File: config.mk
export PLATFORM = sky130hd
export DESIGN_NAME = lcc_regs
export DESIGN_NICKNAME = d
export VERILOG_FILES = /design/src/core/lcc_pkg.sv /design/src/core/lcc_regs.sv
export VERILOG_INCLUDE_DIRS = /design/src /design/src/core
export SDC_FILE = /design/constraint.sdc
export NUM_CORES = 1
export LEC_CHECK = 0
export ABC_AREA = 1
export BUFFER_PORTS_ARGS = -buffer_cell sky130_fd_sc_hd__buf_2
export CAP_MARGIN = 20
export CORE_MARGIN = 2
export CORE_UTILIZATION = 57
export DETAILED_ROUTE_END_ITERATION = 8
export PLACE_DENSITY_LB_ADDON = 0.1
export SLEW_MARGIN = 20
export SYNTH_ARGS = -nofsm -noshare
export SYNTH_HDL_FRONTEND = slang
export SYNTH_SLANG_ARGS = --single-unit
File: constraint.sdc
create_clock -name core_clk -period 2 [get_ports core_clk]
set_input_delay 0.1 -clock core_clk [delete_from_list [all_inputs] [get_ports core_clk]]
set_output_delay 0.1 -clock core_clk [all_outputs]
set_load 0.01 [all_outputs]
File: src/core/lcc_cfg.svh
`ifndef LCC_CFG_SVH
`define LCC_CFG_SVH
// Register offsets
`define LCC_OFS_BOOST       8'h2C
`define LCC_OFS_SWING_A     8'h2D
`define LCC_OFS_POST_A      8'h2E
`define LCC_OFS_THRESH      8'h2F
`define LCC_OFS_IDLE_RATE   8'h32
`define LCC_OFS_SWING_B     8'h34
// Reset values
`define LCC_RST_BOOST       8'h20
`define LCC_RST_SWING       8'h03
`define LCC_RST_POST        8'h03
`define LCC_RST_THRESH      8'h00
`define LCC_RST_IDLE_RATE   8'h00
// Writable bits; reserved bits are dropped on write and read as zero
`define LCC_MSK_BOOST       8'h3F
`define LCC_MSK_SWING       8'h7F
`define LCC_MSK_POST        8'hFF
`define LCC_MSK_THRESH      8'h0F
`define LCC_MSK_IDLE_RATE   8'h33
// Field positions
`define LCC_BOOST_EN_BIT    5
`define LCC_POST_TYPE_BIT   7
`define LCC_IDLE_AUTO_BIT   5
`define LCC_IDLE_SEL_BIT    4
`define LCC_RATE_AUTO_BIT   1
`define LCC_RATE_SEL_BIT    0
// Swing code that must never reach the driver
`define LCC_SWING_RSVD      7'h3F
// Defined boost codes, bypass first, then 5 dB up to 28.4 dB at 3 GHz
`define LCC_BOOST_BYPASS    6'h20
`define LCC_BOOST_CODES     {6'h2A, 6'h30, 6'h32, 6'h39, 6'h35, 6'h37, \
                             6'h3B, 6'h3D}
// Defined post-cursor codes: 0, -3.5, -6, -9, -12 dB
`define LCC_POST_CODES      {8'h01, 8'hE8, 8'h88, 8'h90, 8'hA0}
`endif

File: src/core/lcc_pkg.sv
package lcc_pkg;
    // How the output B idle state is decided
    typedef enum logic [2:0] {
        LCC_IDLE_AUTO   = 3'b001,
        LCC_IDLE_ON     = 3'b010,
        LCC_IDLE_MUTED  = 3'b100
    } lcc_idle_mode_e;
    // How the output B data rate is decided
    typedef enum logic [2:0] {
        LCC_RATE_AUTO   = 3'b001,
        LCC_RATE_LOW    = 3'b010,
        LCC_RATE_HIGH   = 3'b100
    } lcc_rate_mode_e;
endpackage

File: src/core/lcc_regs.sv
// Functional notes
// - Boost register bits 5:0: enable, two gain-stage bits, three level bits.
// - Boost code resets to 20 hex, bypass with no boost.
// - Defined boost codes are 2A,30,32,39,35,37,3B,3D hex.
// - Swing fields reset to 03 hex; code 3F hex is refused.
// - Post-cursor bit 7 selects type, bits 6:0 hold the level.
// - Post-cursor codes 01,E8,88,90,A0 hex are defined; reset is 03 hex.
// - Threshold bits 3:2 de-assert level, bits 1:0 assert level.
// - Threshold fields each pick one of four levels, sixteen pairs in all; reset code is 00.
// - Idle/rate bit 5 set gives automatic idle detection, else bit 4.
// - Manual idle: bit 4 clear keeps output on, set mutes it.
// - Idle/rate bit 1 set gives automatic rate detection, else bit 0.
// - Manual rate: bit 0 clear low range, set high range.
`timescale 1ns/1ps
`include "lcc_cfg.svh"

module lcc_regs #(
    parameter int ADDR_W = 8
) (
    // Clock and reset
    input  wire logic                  core_clk,
    input  wire logic                  rstn,
    // Register port
    input  wire logic [ADDR_W-1:0]     reg_addr,
    input  wire logic                  reg_wr,
    input  wire logic                  reg_rd,
    input  wire logic [7:0]            reg_wdata,
    output logic      [7:0]            reg_rdata,
    output logic                       reg_rvalid,
    output logic                       reg_err,
    // Input zero boost filter
    output logic                       boost_filter_en,
    output logic      [1:0]            gain_stage,
    output logic      [2:0]            boost_level,
    output logic                       boost_code_known,
    // Output port A zero driver
    output logic      [6:0]            out_a_swing,
    output logic                       post_cursor_enhanced,
    output logic      [6:0]            post_cursor_level,
    output logic                       post_cursor_known,
    // Input zero idle detector thresholds
    output logic      [1:0]            idle_deassert_code,
    output logic      [1:0]            idle_assert_code,
    // Output port B zero driver
    output logic      [6:0]            out_b_swing,
    output lcc_pkg::lcc_idle_mode_e    out_b_idle_mode,
    output lcc_pkg::lcc_rate_mode_e    out_b_rate_mode
);

    // Offsets are eight bits wide, so a narrower address cannot reach them
    if (ADDR_W < 8) begin : g_addr_w_chk
        $error("lcc_regs: ADDR_W must be at least 8");
    end

    // Masked write, or hold
    function automatic logic [7:0] lcc_upd(input logic [7:0] cur,
                                           input logic       wr,
                                           input logic [7:0] data,
                                           input logic [7:0] mask);
        lcc_upd = wr ? (data & mask) : cur;
    endfunction

    // Boost code is bypass or one of the listed levels
    function automatic logic lcc_boost_ok(input logic [5:0] code);
        logic [47:0] tbl;
        tbl = `LCC_BOOST_CODES;
        lcc_boost_ok = (code == `LCC_BOOST_BYPASS);
        for (int i = 0; i < 8; i++) begin
            if (tbl[i*6 +: 6] == code)
                lcc_boost_ok = 1'b1;
        end
    endfunction

    // Post-cursor code is one of the listed levels
    function automatic logic lcc_post_ok(input logic [7:0] code);
        logic [39:0] tbl;
        tbl = `LCC_POST_CODES;
        lcc_post_ok = 1'b0;
        for (int i = 0; i < 5; i++) begin
            if (tbl[i*8 +: 8] == code)
                lcc_post_ok = 1'b1;
        end
    endfunction

    logic [7:0]               boost_reg;
    logic [7:0]               swing_a_reg;
    logic [7:0]               post_a_reg;
    logic [7:0]               thresh_reg;
    logic [7:0]               idle_rate_reg;
    logic [7:0]               swing_b_reg;
    logic [7:0]               rdata_reg;
    logic                     rvalid_reg;
    logic                     err_reg;
    logic                     boost_ok_reg;
    logic                     post_ok_reg;
    lcc_pkg::lcc_idle_mode_e  idle_mode_reg;
    lcc_pkg::lcc_rate_mode_e  rate_mode_reg;
    lcc_pkg::lcc_idle_mode_e  idle_mode_next;
    lcc_pkg::lcc_rate_mode_e  rate_mode_next;

    // Address decode
    wire hit_boost   = (reg_addr == ADDR_W'(`LCC_OFS_BOOST));
    wire hit_swing_a = (reg_addr == ADDR_W'(`LCC_OFS_SWING_A));
    wire hit_post_a  = (reg_addr == ADDR_W'(`LCC_OFS_POST_A));
    wire hit_thresh  = (reg_addr == ADDR_W'(`LCC_OFS_THRESH));
    wire hit_idle    = (reg_addr == ADDR_W'(`LCC_OFS_IDLE_RATE));
    wire hit_swing_b = (reg_addr == ADDR_W'(`LCC_OFS_SWING_B));
    wire hit_any     = hit_boost | hit_swing_a | hit_post_a | hit_thresh
                     | hit_idle | hit_swing_b;

    // The reserved swing code would overdrive the output, so it is refused
    wire swing_bad   = (reg_wdata[6:0] == `LCC_SWING_RSVD);
    wire wr_swing_a  = reg_wr & hit_swing_a & ~swing_bad;
    wire wr_swing_b  = reg_wr & hit_swing_b & ~swing_bad;
    wire refused     = reg_wr & (hit_swing_a | hit_swing_b) & swing_bad;
    wire unmapped    = (reg_wr | reg_rd) & ~hit_any;

    // Next register values; reserved bits never stored
    wire [7:0] boost_next   = lcc_upd(boost_reg, reg_wr & hit_boost,
                                      reg_wdata, `LCC_MSK_BOOST);
    wire [7:0] swing_a_next = lcc_upd(swing_a_reg, wr_swing_a,
                                      reg_wdata, `LCC_MSK_SWING);
    wire [7:0] post_a_next  = lcc_upd(post_a_reg, reg_wr & hit_post_a,
                                      reg_wdata, `LCC_MSK_POST);
    wire [7:0] thresh_next  = lcc_upd(thresh_reg, reg_wr & hit_thresh,
                                      reg_wdata, `LCC_MSK_THRESH);
    wire [7:0] idle_next    = lcc_upd(idle_rate_reg, reg_wr & hit_idle,
                                      reg_wdata, `LCC_MSK_IDLE_RATE);
    wire [7:0] swing_b_next = lcc_upd(swing_b_reg, wr_swing_b,
                                      reg_wdata, `LCC_MSK_SWING);

    // Read-back mux; a read in the same cycle as a write returns the old value
    wire [7:0] rd_mux = ({8{hit_boost}}   & boost_reg)
                      | ({8{hit_swing_a}} & swing_a_reg)
                      | ({8{hit_post_a}}  & post_a_reg)
                      | ({8{hit_thresh}}  & thresh_reg)
                      | ({8{hit_idle}}    & idle_rate_reg)
                      | ({8{hit_swing_b}} & swing_b_reg);
    wire [7:0] rdata_next = reg_rd ? rd_mux : rdata_reg;

    // Idle and rate decision from the current register contents
    wire idle_auto = idle_rate_reg[`LCC_IDLE_AUTO_BIT];
    wire idle_sel  = idle_rate_reg[`LCC_IDLE_SEL_BIT];
    wire rate_auto = idle_rate_reg[`LCC_RATE_AUTO_BIT];
    wire rate_sel  = idle_rate_reg[`LCC_RATE_SEL_BIT];
    assign idle_mode_next = idle_auto ? lcc_pkg::LCC_IDLE_AUTO
                          : idle_sel  ? lcc_pkg::LCC_IDLE_MUTED
                          :             lcc_pkg::LCC_IDLE_ON;
    assign rate_mode_next = rate_auto ? lcc_pkg::LCC_RATE_AUTO
                          : rate_sel  ? lcc_pkg::LCC_RATE_HIGH
                          :             lcc_pkg::LCC_RATE_LOW;

    // Configuration registers
    always_ff @(posedge core_clk or negedge rstn) begin
        if (!rstn) begin
            boost_reg     <= `LCC_RST_BOOST;
            swing_a_reg   <= `LCC_RST_SWING;
            post_a_reg    <= `LCC_RST_POST;
            thresh_reg    <= `LCC_RST_THRESH;
            idle_rate_reg <= `LCC_RST_IDLE_RATE;
            swing_b_reg   <= `LCC_RST_SWING;
        end else begin
            boost_reg     <= boost_next;
            swing_a_reg   <= swing_a_next;
            post_a_reg    <= post_a_next;
            thresh_reg    <= thresh_next;
            idle_rate_reg <= idle_next;
            swing_b_reg   <= swing_b_next;
        end
    end

    // Read answer and error pulse
    always_ff @(posedge core_clk or negedge rstn) begin
        if (!rstn) begin
            rdata_reg  <= 8'h00;
            rvalid_reg <= 1'b0;
            err_reg    <= 1'b0;
        end else begin
            rdata_reg  <= rdata_next;
            rvalid_reg <= reg_rd;
            err_reg    <= unmapped | refused;
        end
    end

    // Decoded modes lag the register by one cycle so every output is a flop
    always_ff @(posedge core_clk or negedge rstn) begin
        if (!rstn) begin
            idle_mode_reg <= lcc_pkg::LCC_IDLE_ON;
            rate_mode_reg <= lcc_pkg::LCC_RATE_LOW;
            boost_ok_reg  <= 1'b1;
            post_ok_reg   <= 1'b0;
        end else begin
            idle_mode_reg <= idle_mode_next;
            rate_mode_reg <= rate_mode_next;
            boost_ok_reg  <= lcc_boost_ok(boost_reg[5:0]);
            post_ok_reg   <= lcc_post_ok(post_a_reg);
        end
    end

    // Outputs are plain slices of flops
    assign reg_rdata            = rdata_reg;
    assign reg_rvalid           = rvalid_reg;
    assign reg_err              = err_reg;
    assign boost_filter_en      = boost_reg[`LCC_BOOST_EN_BIT];
    assign gain_stage           = boost_reg[4:3];
    assign boost_level          = boost_reg[2:0];
    assign boost_code_known     = boost_ok_reg;
    assign out_a_swing          = swing_a_reg[6:0];
    assign post_cursor_enhanced = post_a_reg[`LCC_POST_TYPE_BIT];
    assign post_cursor_level    = post_a_reg[6:0];
    assign post_cursor_known    = post_ok_reg;
    assign idle_deassert_code   = thresh_reg[3:2];
    assign idle_assert_code     = thresh_reg[1:0];
    assign out_b_swing          = swing_b_reg[6:0];
    assign out_b_idle_mode      = idle_mode_reg;
    assign out_b_rate_mode      = rate_mode_reg;

    // First cycle after reset release, for reset-value checks
    logic first_reg;
    always_ff @(posedge core_clk or negedge rstn) begin
        if (!rstn)
            first_reg <= 1'b1;
        else
            first_reg <= 1'b0;
    end
endmodule // lcc_regs

==> impl_metrics.json <==
{
  "status": "completed",
  "place_congestion": 0.890,
  "cts_tree": "yes",
  "nets": 396,
  "drv_slew": 0,
  "synthToLayoutAreaGrowth_pct": 18.4,
  "drc": 0,
  "hold_path_class": "input pin to flip-flop",
  "routed_via_density": 5.50,
  "drive_gt1_frac": 0.347,
  "cts.repair.resized": 0,
  "antenna_found_initial": 0,
  "layout_setup_ws_ns": 0.883,
  "worst_pin_slew_ns": 0.365,
  "grt_pass1_wl_mm": 10.6,
  "cp_top_family": "flip-flops",
  "cpMaxStageDelayCell": "dfstp_2",
  "synth_cell_type_count": 28,
  "synth_async_sr_flop_share": 1.00,
  "hold_violations": 0,
  "min_from": "reg_wdata[0]",
  "drt_pass1_iterations": 4,
  "wl_mm": 6.52,
  "rows": 24,
  "min_to": "post_a_reg[0]",
  "max-cap-violations": 0,
  "use_met3": 0.0470,
  "drt-initial-drc-count": 221,
  "synth_area_leader_cell": "dfrtp_1",
  "path_max_fanout": 5,
  "grt_util_all_layers": 0.266,
  "synth-seq-area-share": 0.507,
  "vias": 2359,
  "fin_setup_tns_ns": 0,
  "synth_seq_cells": 54,
  "yosys-top-cells-area": "dfrtp_1 (41%), dfstp_2 (9.8%), nand2_1 (9.8%)",
  "fillers": 363,
  "ios": 70,
  "power.static_leakage_nw": 1.68,
  "total_power_w": 0.00224,
  "hold_depth": 3,
  "required_ns": 1.90,
  "crit_chain": "buf_2",
  "placed_cells": 420,
  "relSlewSlack": 0.756,
  "fmax_mhz": 895,
  "met2_usage": 0.411,
  "htreeDepth": 2,
  "rr_worst_depth": 4,
  "start_util": 0.606,
  "clkTransAtPathRegs_ns": 0.09,
  "arrival_ns": 1.02,
  "synth_flop_cell": "dfrtp_1",
  "dieArea_um2": 5290,
  "met1_usage": 0.379,
  "die_y_um": 72.7,
  "syn_area_um2": 2690,
  "yosys_warnings": 0,
  "end_kind": "primary output",
  "ir_worst_vdd_mv": 0.434,
  "path_class": "flip-flop to primary output",
  "syn_nets": 325,
  "yosys.area.top_type_share": 0.409,
  "synthesis.instances": 305,
  "fin_cells": 429,
  "finalSetupViolations": 0,
  "yosysMostFrequentCell": "nand2_1",
  "cpPeakStageDelay_ns": 0.57,
  "core_um2": 4440,
  "synthTopCellsByCount": "nand2_1 (70), dfrtp_1 (44), nand3_1 (35)",
  "avgRoutedWirePerCell_um": 15.2,
  "crit_path_start_kind": "flip-flop",
  "min_period_ns": 1.12,
  "grt-ovfl-total": 0,
  "synth-edff-count": 0,
  "die_w_um": 72.7,
  "postRouteAntennaNets": 0,
  "grt_max_degree": 55,
  "cts_sinks": 54,
  "critPathBufInv": 1,
  "rsz0062_at_grt": "no",
  "r2r-end": "boost_code_known",
  "r2r_start": "boost_reg[3]",
  "power_density_nw_per_um2": 704,
  "r2r_setup_slack_ns": 0.91,
  "final.setup_skew_ns": 0.00255,
  "synth.avg_cell_area_um2": 8.82,
  "grt_pass1_vias": 2166,
  "clock_latency_ns": 0.31,
  "cts_buffers": 5,
  "fin_crit_sh": 0.559,
  "dp_hpwl_mm": 4.82,
  "top_usage_layer": "met2",
  "clock-root-buffer": "clkbuf_8",
  "pre_cts_ws_ns": 0.592,
  "portBuffers": 69,
  "clockBufferDepth": 2,
  "diodes": 0
}
area by class of cell:
cell class,count,area [um^2],share of cell area
clock buffer,6,72.6,0.0228
multi-input combinational,213,1150,0.361
inverter,30,113,0.0353
clock inverter,2,37.5,0.0118
timing repair buffer,72,383,0.120
sequential,54,1360,0.428
tap,52,65.1,0.0204
stage by stage:
| step | util | hold slack, ns | instance area (um^2) |
|---|---|---|---|
| 3_3_place_gp | 0.690 | 0.115 | 3070 |
| 3_5_place_dp | 0.690 | 0.112 | 3070 |
| 5_1_grt | 0.717 | 0.00835 | 3190 |
| 4_1_cts | 0.717 | 0.00324 | 3190 |
| 6_report | 0.717 | 0.00293 | 3190 |
| 2_1_floorplan | - | -0.196 | 2690 |
cells by family (layout without fill, tap and decap cells):
group                  count (synthesis)  in the layout  synth area share
AOI/OAI and AO/OA                     57             57             0.135
and+or+nand+nor                      156            156             0.293
buffers and inverters                 38            110            0.0655
DFF                                   54             54             0.507
worst max path at each step:
stage	slack (ns)	from	endpoint	depth (start not counted)
2_1_floorplan	0.94	reg_addr[1]	swing_b_reg[5]	9
3_3_place_gp	0.65	reg_addr[6]	swing_a_reg[5]	9
3_5_place_dp	0.59	reg_addr[6]	swing_a_reg[3]	9
4_1_cts	0.88	swing_b_reg[1]	out_b_swing[1]	1
5_1_grt	0.78	boost_reg[3]	boost_code_known	4
6_report	0.88	post_a_reg[0]	post_cursor_level[0]	1
report_power, final:
part,internal [W],switching [W]
clock network,0.000374,0.000351
registers,0.00116,0.0000563
logic,0.000109,0.000188
total,0.00165,0.000596
worst reg2reg max path, stage by stage, from the launching register on:
cell	delay [ns]
dfrtp_1	0.45
nor2_1	0.09
o21ai_0	0.18
nand2_1	0.07
a211oi_1	0.22
timing repair:
action | in CTS | in global routing
hold buffers | 1 | 0
setup buffers | 0 | 0
endpoints found under the hold margin | 44 | 0
layer usage:
layer  share of wire  routed length (um)
met1            0.43                2800
met2            0.48                3110
met5               0                   0
met3           0.070                 458
met4           0.022                 141
layout by cell type, fill, tap and decap left out, drive strengths merged:
cell	instances
nand2	79
buf	71
dfrtp	44
nor2	38
o21ai	37
nand3	35
inv	30
dfstp	10
a21oi	9
o21a	6
clkbuf	6
a211oi	2
nor3	2
nand4	1
and2	1
o22ai	1
a31oi	1
o31ai	1
clkinvlp	1
bufinv	1
dlygate4sd3	1
(Power assumes the default switching activity.)
